==> config.mk <==
export PLATFORM = sky130hd
export DESIGN_NAME = afc_device_flat
export DESIGN_NICKNAME = d
export VERILOG_FILES = /design/src/rtl/afc_pkg.sv /design/src/rtl/afc_if.sv /design/src/rtl/afc_device.sv /design/src/flat_wrapper.sv
export SDC_FILE = /design/constraint.sdc
export NUM_CORES = 1
export LEC_CHECK = 0
export ABC_AREA = 0
export BUFFER_PORTS_ARGS = -buffer_cell sky130_fd_sc_hd__buf_2
export CORE_UTILIZATION = 50
export CTS_CLUSTER_DIAMETER = 150
export CTS_CLUSTER_SIZE = 10
export DETAILED_ROUTE_END_ITERATION = 8
export GPL_TIMING_DRIVEN = 1
export MAX_ROUTING_LAYER = met4
export PLACE_DENSITY = 0.7
export SYNTH_ARGS = -nofsm -noshare
export SYNTH_HDL_FRONTEND = slang
export SYNTH_SLANG_ARGS = --single-unit
==> constraint.sdc <==
create_clock -name clock -period 3.3 [get_ports clock]
set_input_delay 0.495 -clock clock [delete_from_list [all_inputs] [get_ports clock]]
set_output_delay 0.495 -clock clock [all_outputs]
set_load 0.01 [all_outputs]
==> src/rtl/afc_pkg.sv <==
// Purpose: shared constants for the frequency correction device and its host end
// Assumes: 100 MHz clock, registers of the host reached over apb
// Notes:   control byte and status word layouts live here; the checks and the status packing repeat their bit positions
package afc_pkg;
    // correction control register fields
    localparam int CTL_W           = 8;
    localparam int CTL_OFFSET_EN   = 0;
    localparam int CTL_STROBE_SEL  = 3;
    localparam int CTL_MODE_LO     = 6;
    localparam int CTL_MODE_HI     = 7;
    localparam logic [7:0] CTL_RESET = 8'h00;
    // status word fields
    localparam int STS_W           = 8;
    localparam int STS_OFF_LO      = 0;
    localparam int STS_OFF_HI      = 3;
    localparam int STS_DONE        = 5;
    localparam logic [3:0] OFFSET_RESET = 4'h0;
    // measurement timing and offset width
    localparam int MEAS_CYCLES     = 16;
    localparam int OFF_W           = 4;
    // host apb map
    localparam logic [7:0] ADDR_CTRL   = 8'h00;
    localparam logic [7:0] ADDR_CMD    = 8'h04;
    localparam logic [7:0] ADDR_STATUS = 8'h08;
    localparam int CMD_STROBE      = 0;
    localparam int CMD_LOAD        = 1;
    // auto modes
    typedef enum logic [1:0] {
        MODE_OFF  = 2'b00,
        MODE_ONCE = 2'b01,
        MODE_DROP = 2'b10,
        MODE_KEEP = 2'b11
    } afc_mode_t;
endpackage

==> src/rtl/afc_if.sv <==
// Purpose: link between host and frequency correction device
// Assumes: one clock shared by both ends
// Notes:   control is loaded with a one-cycle pulse, strobe is a pulse
`timescale 1ns/1ns
`default_nettype none
interface afc_if;
    logic [7:0] control;      // correction control register value
    logic       control_load; // one-cycle load pulse
    logic       strobe;       // manual measure strobe pulse
    logic [7:0] status_word;  // status from device
    modport device (input control, input control_load, input strobe, output status_word);
    modport host   (output control, output control_load, output strobe, input status_word);
endinterface
`default_nettype wire

==> src/rtl/afc_device.sv <==
// Contract
// strobe select bit picks manual or automatic
// host strobes each manual measurement
// each cycle corrects toward true offset
// status bit five flags cycle done
// auto update needs quality and repeat
// offset in status, applied to synthesizer
// mode 00 leaves host in control; the device still runs automatic updates in mode 00 when strobe select is set
// mode 01 measures once after reset
// mode 10 drops offset on signal loss
// mode 11 keeps offset after cycle
// offset is signed two's complement
// host clears enable before reading status
// transmitter sends slow preamble first
// drop for many senders, keep for one
// reset clears offset and done flag
//
// Purpose: measures the receive frequency offset and corrects the synthesizer
// Assumes: freq_error is the raw signed error in synthesizer steps, same clock
// Notes:   a measurement lasts MEAS_CYCLES enabled clocks
`timescale 1ns/1ns
`default_nettype none
module afc_device #(
    parameter int MEAS_LEN = afc_pkg::MEAS_CYCLES
) (
    input  wire logic                        clock,
    input  wire logic                        rst,
    input  wire logic                        clk_en,
    afc_if.device                            link,
    input  wire logic                        signal_quality_indicator,
    input  wire logic signed [afc_pkg::OFF_W-1:0] freq_error,
    output logic signed [afc_pkg::OFF_W-1:0] synth_correction
);
    ////////////////////////////////////////////////////////////////////////////
    typedef enum logic [1:0] {S_IDLE, S_MEAS} afc_state_t;
    afc_state_t  state_r;
    logic [7:0]  ctrl_r;
    logic [15:0] cnt_r;
    logic        qual_ok_r;
    logic        once_done_r;
    logic        have_prev_r;
    logic signed [afc_pkg::OFF_W-1:0] prev_r;
    logic signed [afc_pkg::OFF_W-1:0] offset_value_r;
    logic        measure_cycle_done_r;
    logic        manual;
    afc_pkg::afc_mode_t mode;
    logic        start;
    logic        meas_end;
    logic signed [afc_pkg::OFF_W:0] step;
    logic signed [afc_pkg::OFF_W:0] sum;

    assign mode   = afc_pkg::afc_mode_t'(ctrl_r[afc_pkg::CTL_MODE_HI:afc_pkg::CTL_MODE_LO]);
    assign manual = !ctrl_r[afc_pkg::CTL_STROBE_SEL];
    // manual waits for host strobe; auto free-runs, once mode only until it is done
    assign start  = (state_r == S_IDLE) && (manual ? link.strobe
                  : !(mode == afc_pkg::MODE_ONCE && once_done_r));
    assign meas_end = (state_r == S_MEAS) && (cnt_r == 16'(MEAS_LEN - 1));
    // half of residual error each cycle: converges about 50, 75, 88 percent
    // widen both operands first: a four-bit difference would wrap for large errors
    assign step = ((afc_pkg::OFF_W+1)'(freq_error)
                  - (afc_pkg::OFF_W+1)'(offset_value_r)) >>> 1;
    assign sum  = (afc_pkg::OFF_W+1)'(offset_value_r) + step;

    ////////////////////////////////////////////////////////////////////////////
    // control register capture
    always_ff @(posedge clock or posedge rst) begin
        if (rst) begin
            ctrl_r <= afc_pkg::CTL_RESET;
        end else if (clk_en && link.control_load) begin
            ctrl_r <= link.control;
        end
    end

    // measurement sequencer and quality watch over the cycle
    always_ff @(posedge clock or posedge rst) begin
        if (rst) begin
            state_r   <= S_IDLE;
            cnt_r     <= 16'h0000;
            qual_ok_r <= 1'b0;
        end else if (clk_en) begin
            case (state_r)
                S_IDLE: begin
                    if (start) begin
                        state_r   <= S_MEAS;
                        cnt_r     <= 16'h0000;
                        qual_ok_r <= signal_quality_indicator;
                    end
                end
                S_MEAS: begin
                    qual_ok_r <= qual_ok_r & signal_quality_indicator;
                    if (meas_end) begin
                        state_r <= S_IDLE;
                    end else begin
                        cnt_r <= cnt_r + 16'h0001;
                    end
                end
                default: state_r <= S_IDLE;
            endcase
        end
    end

    // offset register, done flag and automatic mode bookkeeping
    always_ff @(posedge clock or posedge rst) begin
        if (rst) begin
            offset_value_r       <= afc_pkg::OFFSET_RESET;
            measure_cycle_done_r <= 1'b0;
            once_done_r          <= 1'b0;
            have_prev_r          <= 1'b0;
            prev_r               <= afc_pkg::OFFSET_RESET;
        end else if (clk_en) begin
            if (start) begin
                measure_cycle_done_r <= 1'b0;
            end
            if (meas_end) begin
                measure_cycle_done_r <= 1'b1;
                if (manual) begin
                    offset_value_r <= afc_pkg::OFF_W'(sum);
                end else if (qual_ok_r && signal_quality_indicator) begin
                    prev_r      <= freq_error;
                    have_prev_r <= 1'b1;
                    // two equal results in a row before the register moves
                    if (have_prev_r && prev_r == freq_error) begin
                        offset_value_r <= freq_error;
                        once_done_r    <= 1'b1;
                    end
                end else begin
                    have_prev_r <= 1'b0;
                end
            end
            // drop mode clears the offset and the repeat history as soon as the signal goes away
            if (!manual && mode == afc_pkg::MODE_DROP && !signal_quality_indicator) begin
                offset_value_r <= afc_pkg::OFFSET_RESET;
                have_prev_r    <= 1'b0;
            end
            // keep mode (and once) simply never clear the register, see
        end
    end

    // outputs registered; correction only applied while enabled
    always_ff @(posedge clock or posedge rst) begin
        if (rst) begin
            synth_correction <= afc_pkg::OFFSET_RESET;
            link.status_word <= 8'h00;
        end else if (clk_en) begin
            synth_correction <= ctrl_r[afc_pkg::CTL_OFFSET_EN] ? offset_value_r
                                                               : afc_pkg::OFFSET_RESET;
            link.status_word <= {2'b00, measure_cycle_done_r, 1'b0, offset_value_r};
        end
    end
endmodule // afc_device
`default_nettype wire

==> src/flat_wrapper.sv <==
// flat-port wrapper written by rule: the top's interface ports become plain ports
module afc_device_flat 
#(
    parameter int MEAS_LEN = afc_pkg::MEAS_CYCLES
)
  (clock, rst, clk_en, signal_quality_indicator, freq_error, synth_correction, link_control, link_control_load, link_strobe, link_status_word);
  afc_if link_i ();
  input  wire logic clock;
  input  wire logic rst;
  input  wire logic clk_en;
  input  wire logic signal_quality_indicator;
  input  wire logic signed [afc_pkg::OFF_W-1:0] freq_error;
  output logic signed [afc_pkg::OFF_W-1:0] synth_correction;
  input wire logic [$bits(link_i.control)-1:0] link_control;
  input wire logic [$bits(link_i.control_load)-1:0] link_control_load;
  input wire logic [$bits(link_i.strobe)-1:0] link_strobe;
  output wire logic [$bits(link_i.status_word)-1:0] link_status_word;
  assign link_i.control = link_control;
  assign link_i.control_load = link_control_load;
  assign link_i.strobe = link_strobe;
  assign link_status_word = link_i.status_word;
  afc_device #(.MEAS_LEN(MEAS_LEN)) u_core (.clock(clock), .rst(rst), .clk_en(clk_en), .link(link_i), .signal_quality_indicator(signal_quality_indicator), .freq_error(freq_error), .synth_correction(synth_correction));
endmodule
==> reports/results.tsv <==
stage	metric	value	unit
min_path	Hold Crit Class	primary input to flop	
drt	drt pass-1 iters	4	
sta	final period utilization	0.857	
critical_path	crit-path cells	nor2b_1, fa_1, xnor2_1, ha_1, and3_1, or3_1, and4_1, a311oi_1, o22ai_2	
die	core area	4500	µm²
die	Initial Util	0.535	
finish	share of post-route cells with drive strength above 1	0.144	
synth	commonest cells in the netlist	dfrtp_1, o21ai_1, nand2_1	
drt	routed vias	1859	
critical_path	CP peak stage delay	0.44	ns
die	Ports	30	
synth	synthesized area	2410	µm²
global_routing	total track usage	0.220	
critical_path	startpoint type of the worst setup path	flop	
place	GP Congestion	0.889	
drt	Routed WL	4770	µm
place	dpl cells	316	
die	row count	24	
place	HPWL Detailed	3520	µm
global_routing	first-pass GRT wire length	8490	µm
clock_network	Resized cells post-CTS	0	
global_routing	largest net degree at the start of global routing	31	
place	Port Buf Inserts	22	
clock_network	clock slew at reported path FFs	0.08	ns
synth	biggest area consumer among synthesized cells	dfrtp_1	
clock_network	Clock Sinks	42	
drt	Via density	5.76	
synth	Ys Warns	0	
pwr	Power Density	482	nW/µm²
clock_network	Root Driver	clkbuf_8	
synth	syn_area_per_cell	9.72	µm²
sta	Worst Skew	0.00685	ns
global_routing	global route overflow	0	
place	setup slack at placement	0.308	ns
critical_path	CP endpoint kind	flop	
synth	async set-reset flop share out of synthesis	1.00	
finish	Post-Route Utilization	0.593	
sta	max-slew headroom at the worst pin	0.282	
critical_path	Crit Path Category	flop to flop	
synth	Post-Syn Instances	248	
finish	final std cells w/o fill	323	
clock_network	CTS tree	built	
synth	top-count cell post-synth	dfrtp_1	
drt	Routed Antenna Nets	0	
finish	Area growth, synth to finish	10.8	%
job	max-cap viol count	0	
critical_path	crit-path max FO	5	
sta	final setup margin	0.471	ns
die	die width	71.4	µm
sta	Final Slew Violations	0	
critical_path	Buf/Inv on CP	0	
synth	Synth Flop Type	dfrtp_1	
drt	DRC Markers	0	
pwr	Peak VDD IR	267	µV
synth	synth top area cells	dfrtp_1, mux2_1, o21ai_1	
finish	diode count	0	
sta	Final setup viols	0	
synth	number of flops mapped to enable cells by yosys	0	
finish	fill count	405	
sta	Fin Setup TNS	0	ns
finish	layout net count	298	
synth	Synth cell types	53	
sta	f_max	0.353	GHz
global_routing	vias in the first global route	1804	
critical_path	Crit path max-delay family	simple AND/OR/NAND/NOR gates	
sta	min Tclk post-route	2.83	ns
drt	routed length per instance	14.8	µm
die	die height	71.4	µm
sta	RSZ-0062 raised after global routing	no	
sta	slew at the pin closest to its max-slew limit	1.08	ns
synth	share of the synthesized area in the top cell type	0.436	
clock_network	H-tree depth	2	
sta	worst hold slack	0.406	ns
critical_path	WP data required	3.47	ns
critical_path	Critical Path AT	3.00	ns
clock_network	maximum clock insertion buffer count	2	
die	die footprint	5100	µm²
clock_network	Post-CTS Hold Fix Bufs	0	
sta	final hold violations	0	
drt	Iteration-0 DRC Markers	122	
synth	register area share after synthesis	0.436	
critical_path	slowest stage cell, crit path	dfrtp_1	
clock_network	Post-CTS Setup Inserts	0	
pwr	Pleak	1.24	nW
global_routing	initial antenna violation count	0	
synth	post-synthesis register bit count	42	
clock_network	total CTS buffers	5	
clock_network	clock latency on the worst-skew pair	0.29	ns
status	status	finished, final reports clean	
-- worst paths after layout --
kind | from | endpoint | slack, ns | depth (start not counted)
setup / recovery | u_core.offset_value_r[0] | u_core.offset_value_r[3] | 0.47 | 9
hold / removal | link_control[7] | u_core.ctrl_r[7] | 0.41 | 2
setup reg to reg | u_core.offset_value_r[0] | u_core.offset_value_r[3] | 0.47 | 9
hold reg to reg | u_core.once_done_r | u_core.once_done_r | 0.47 | 2
max in group asynchronous | rst | u_core.cnt_r[9] | 2.11 | 3
min in group asynchronous | rst | u_core.synth_correction[1] | 0.46 | 2
-- worst reg2reg max path, delay by kind of cell, from the launching register on --
kind | cells | cell delay, ns
AOI/OAI and AO/OA | 2 | 0.38
DFF | 1 | 0.44
xor gates and xnor gates | 1 | 0.30
adders and majority gates | 2 | 0.69
and+or+nand+nor | 4 | 0.91
-- layout make-up --
| cell class | instances | area [µm²] | area share |
|---|---|---|---|
| multi-input combinational | 181 | 1250 | 0.467 |
| sequential | 42 | 1050 | 0.393 |
| timing repair buffer | 26 | 140 | 0.0525 |
| clock buffer | 6 | 82.6 | 0.0309 |
| tap | 52 | 65.1 | 0.0244 |
| inverter | 15 | 56.3 | 0.0211 |
| clock inverter | 1 | 30.0 | 0.0112 |
-- power by group --
group / switching, mW / internal, mW / total [mW]
clock: 0.169 / 0.242 / 0.411
combinational: 0.126 / 0.108 / 0.234
sequential: 0.0776 / 0.564 / 0.642
-- cells in the final DEF, fill, tap and decap left out, drive strengths merged, types with 10 or more instances in the layout --
master / count
o21ai: 22
nand3: 15
a21oi: 10
mux2: 12
nand2: 16
buf: 26
dfrtp: 42
inv: 15
nor2: 14
-- sequential cells by signal, summed over array words and instances (netlist names) --
signal and flops:
u_core.cnt_r 16, u_core.link.status_word 5, u_core.ctrl_r 4, u_core.offset_value_r 4, u_core.prev_r 4, u_core.synth_correction 4
u_core.have_prev_r 1, u_core.measure_cycle_done_r 1, u_core.once_done_r 1, u_core.qual_ok_r 1, u_core.state_r 1
-- per-stage QoR --
stage	power (mW)	instance area (µm²)
global placement	0.877	2560
detailed placement	0.883	2560
CTS	1.30	2670
global route	1.36	2670
floorplan	0.822	2420
finish	1.29	2670
-- per-layer routing --
layer  vias to the layer above  share of wire  track usage
met2                        37           0.43        0.328
met3                         6          0.031       0.0464
met5                         -              0            -
met4                         0          0.010       0.0533
li1                        931              -            -
met1                       885           0.53        0.309
-- cells by family (layout without fill, tap and decap cells) --
kind of cell / count (synthesis) / in the layout / synth area share
compound gates: 53 / 53 / 0.141
xor+xnor: 14 / 14 / 0.0509
fa+ha+maj: 9 / 9 / 0.0529
buf+inv: 27 / 48 / 0.0503
flops: 42 / 42 / 0.436
mux: 12 / 12 / 0.0560
other cells: 1 / 3 / 0.00156
simple gates: 90 / 90 / 0.212
No activity file was read; power rests on OpenSTA's default activity.
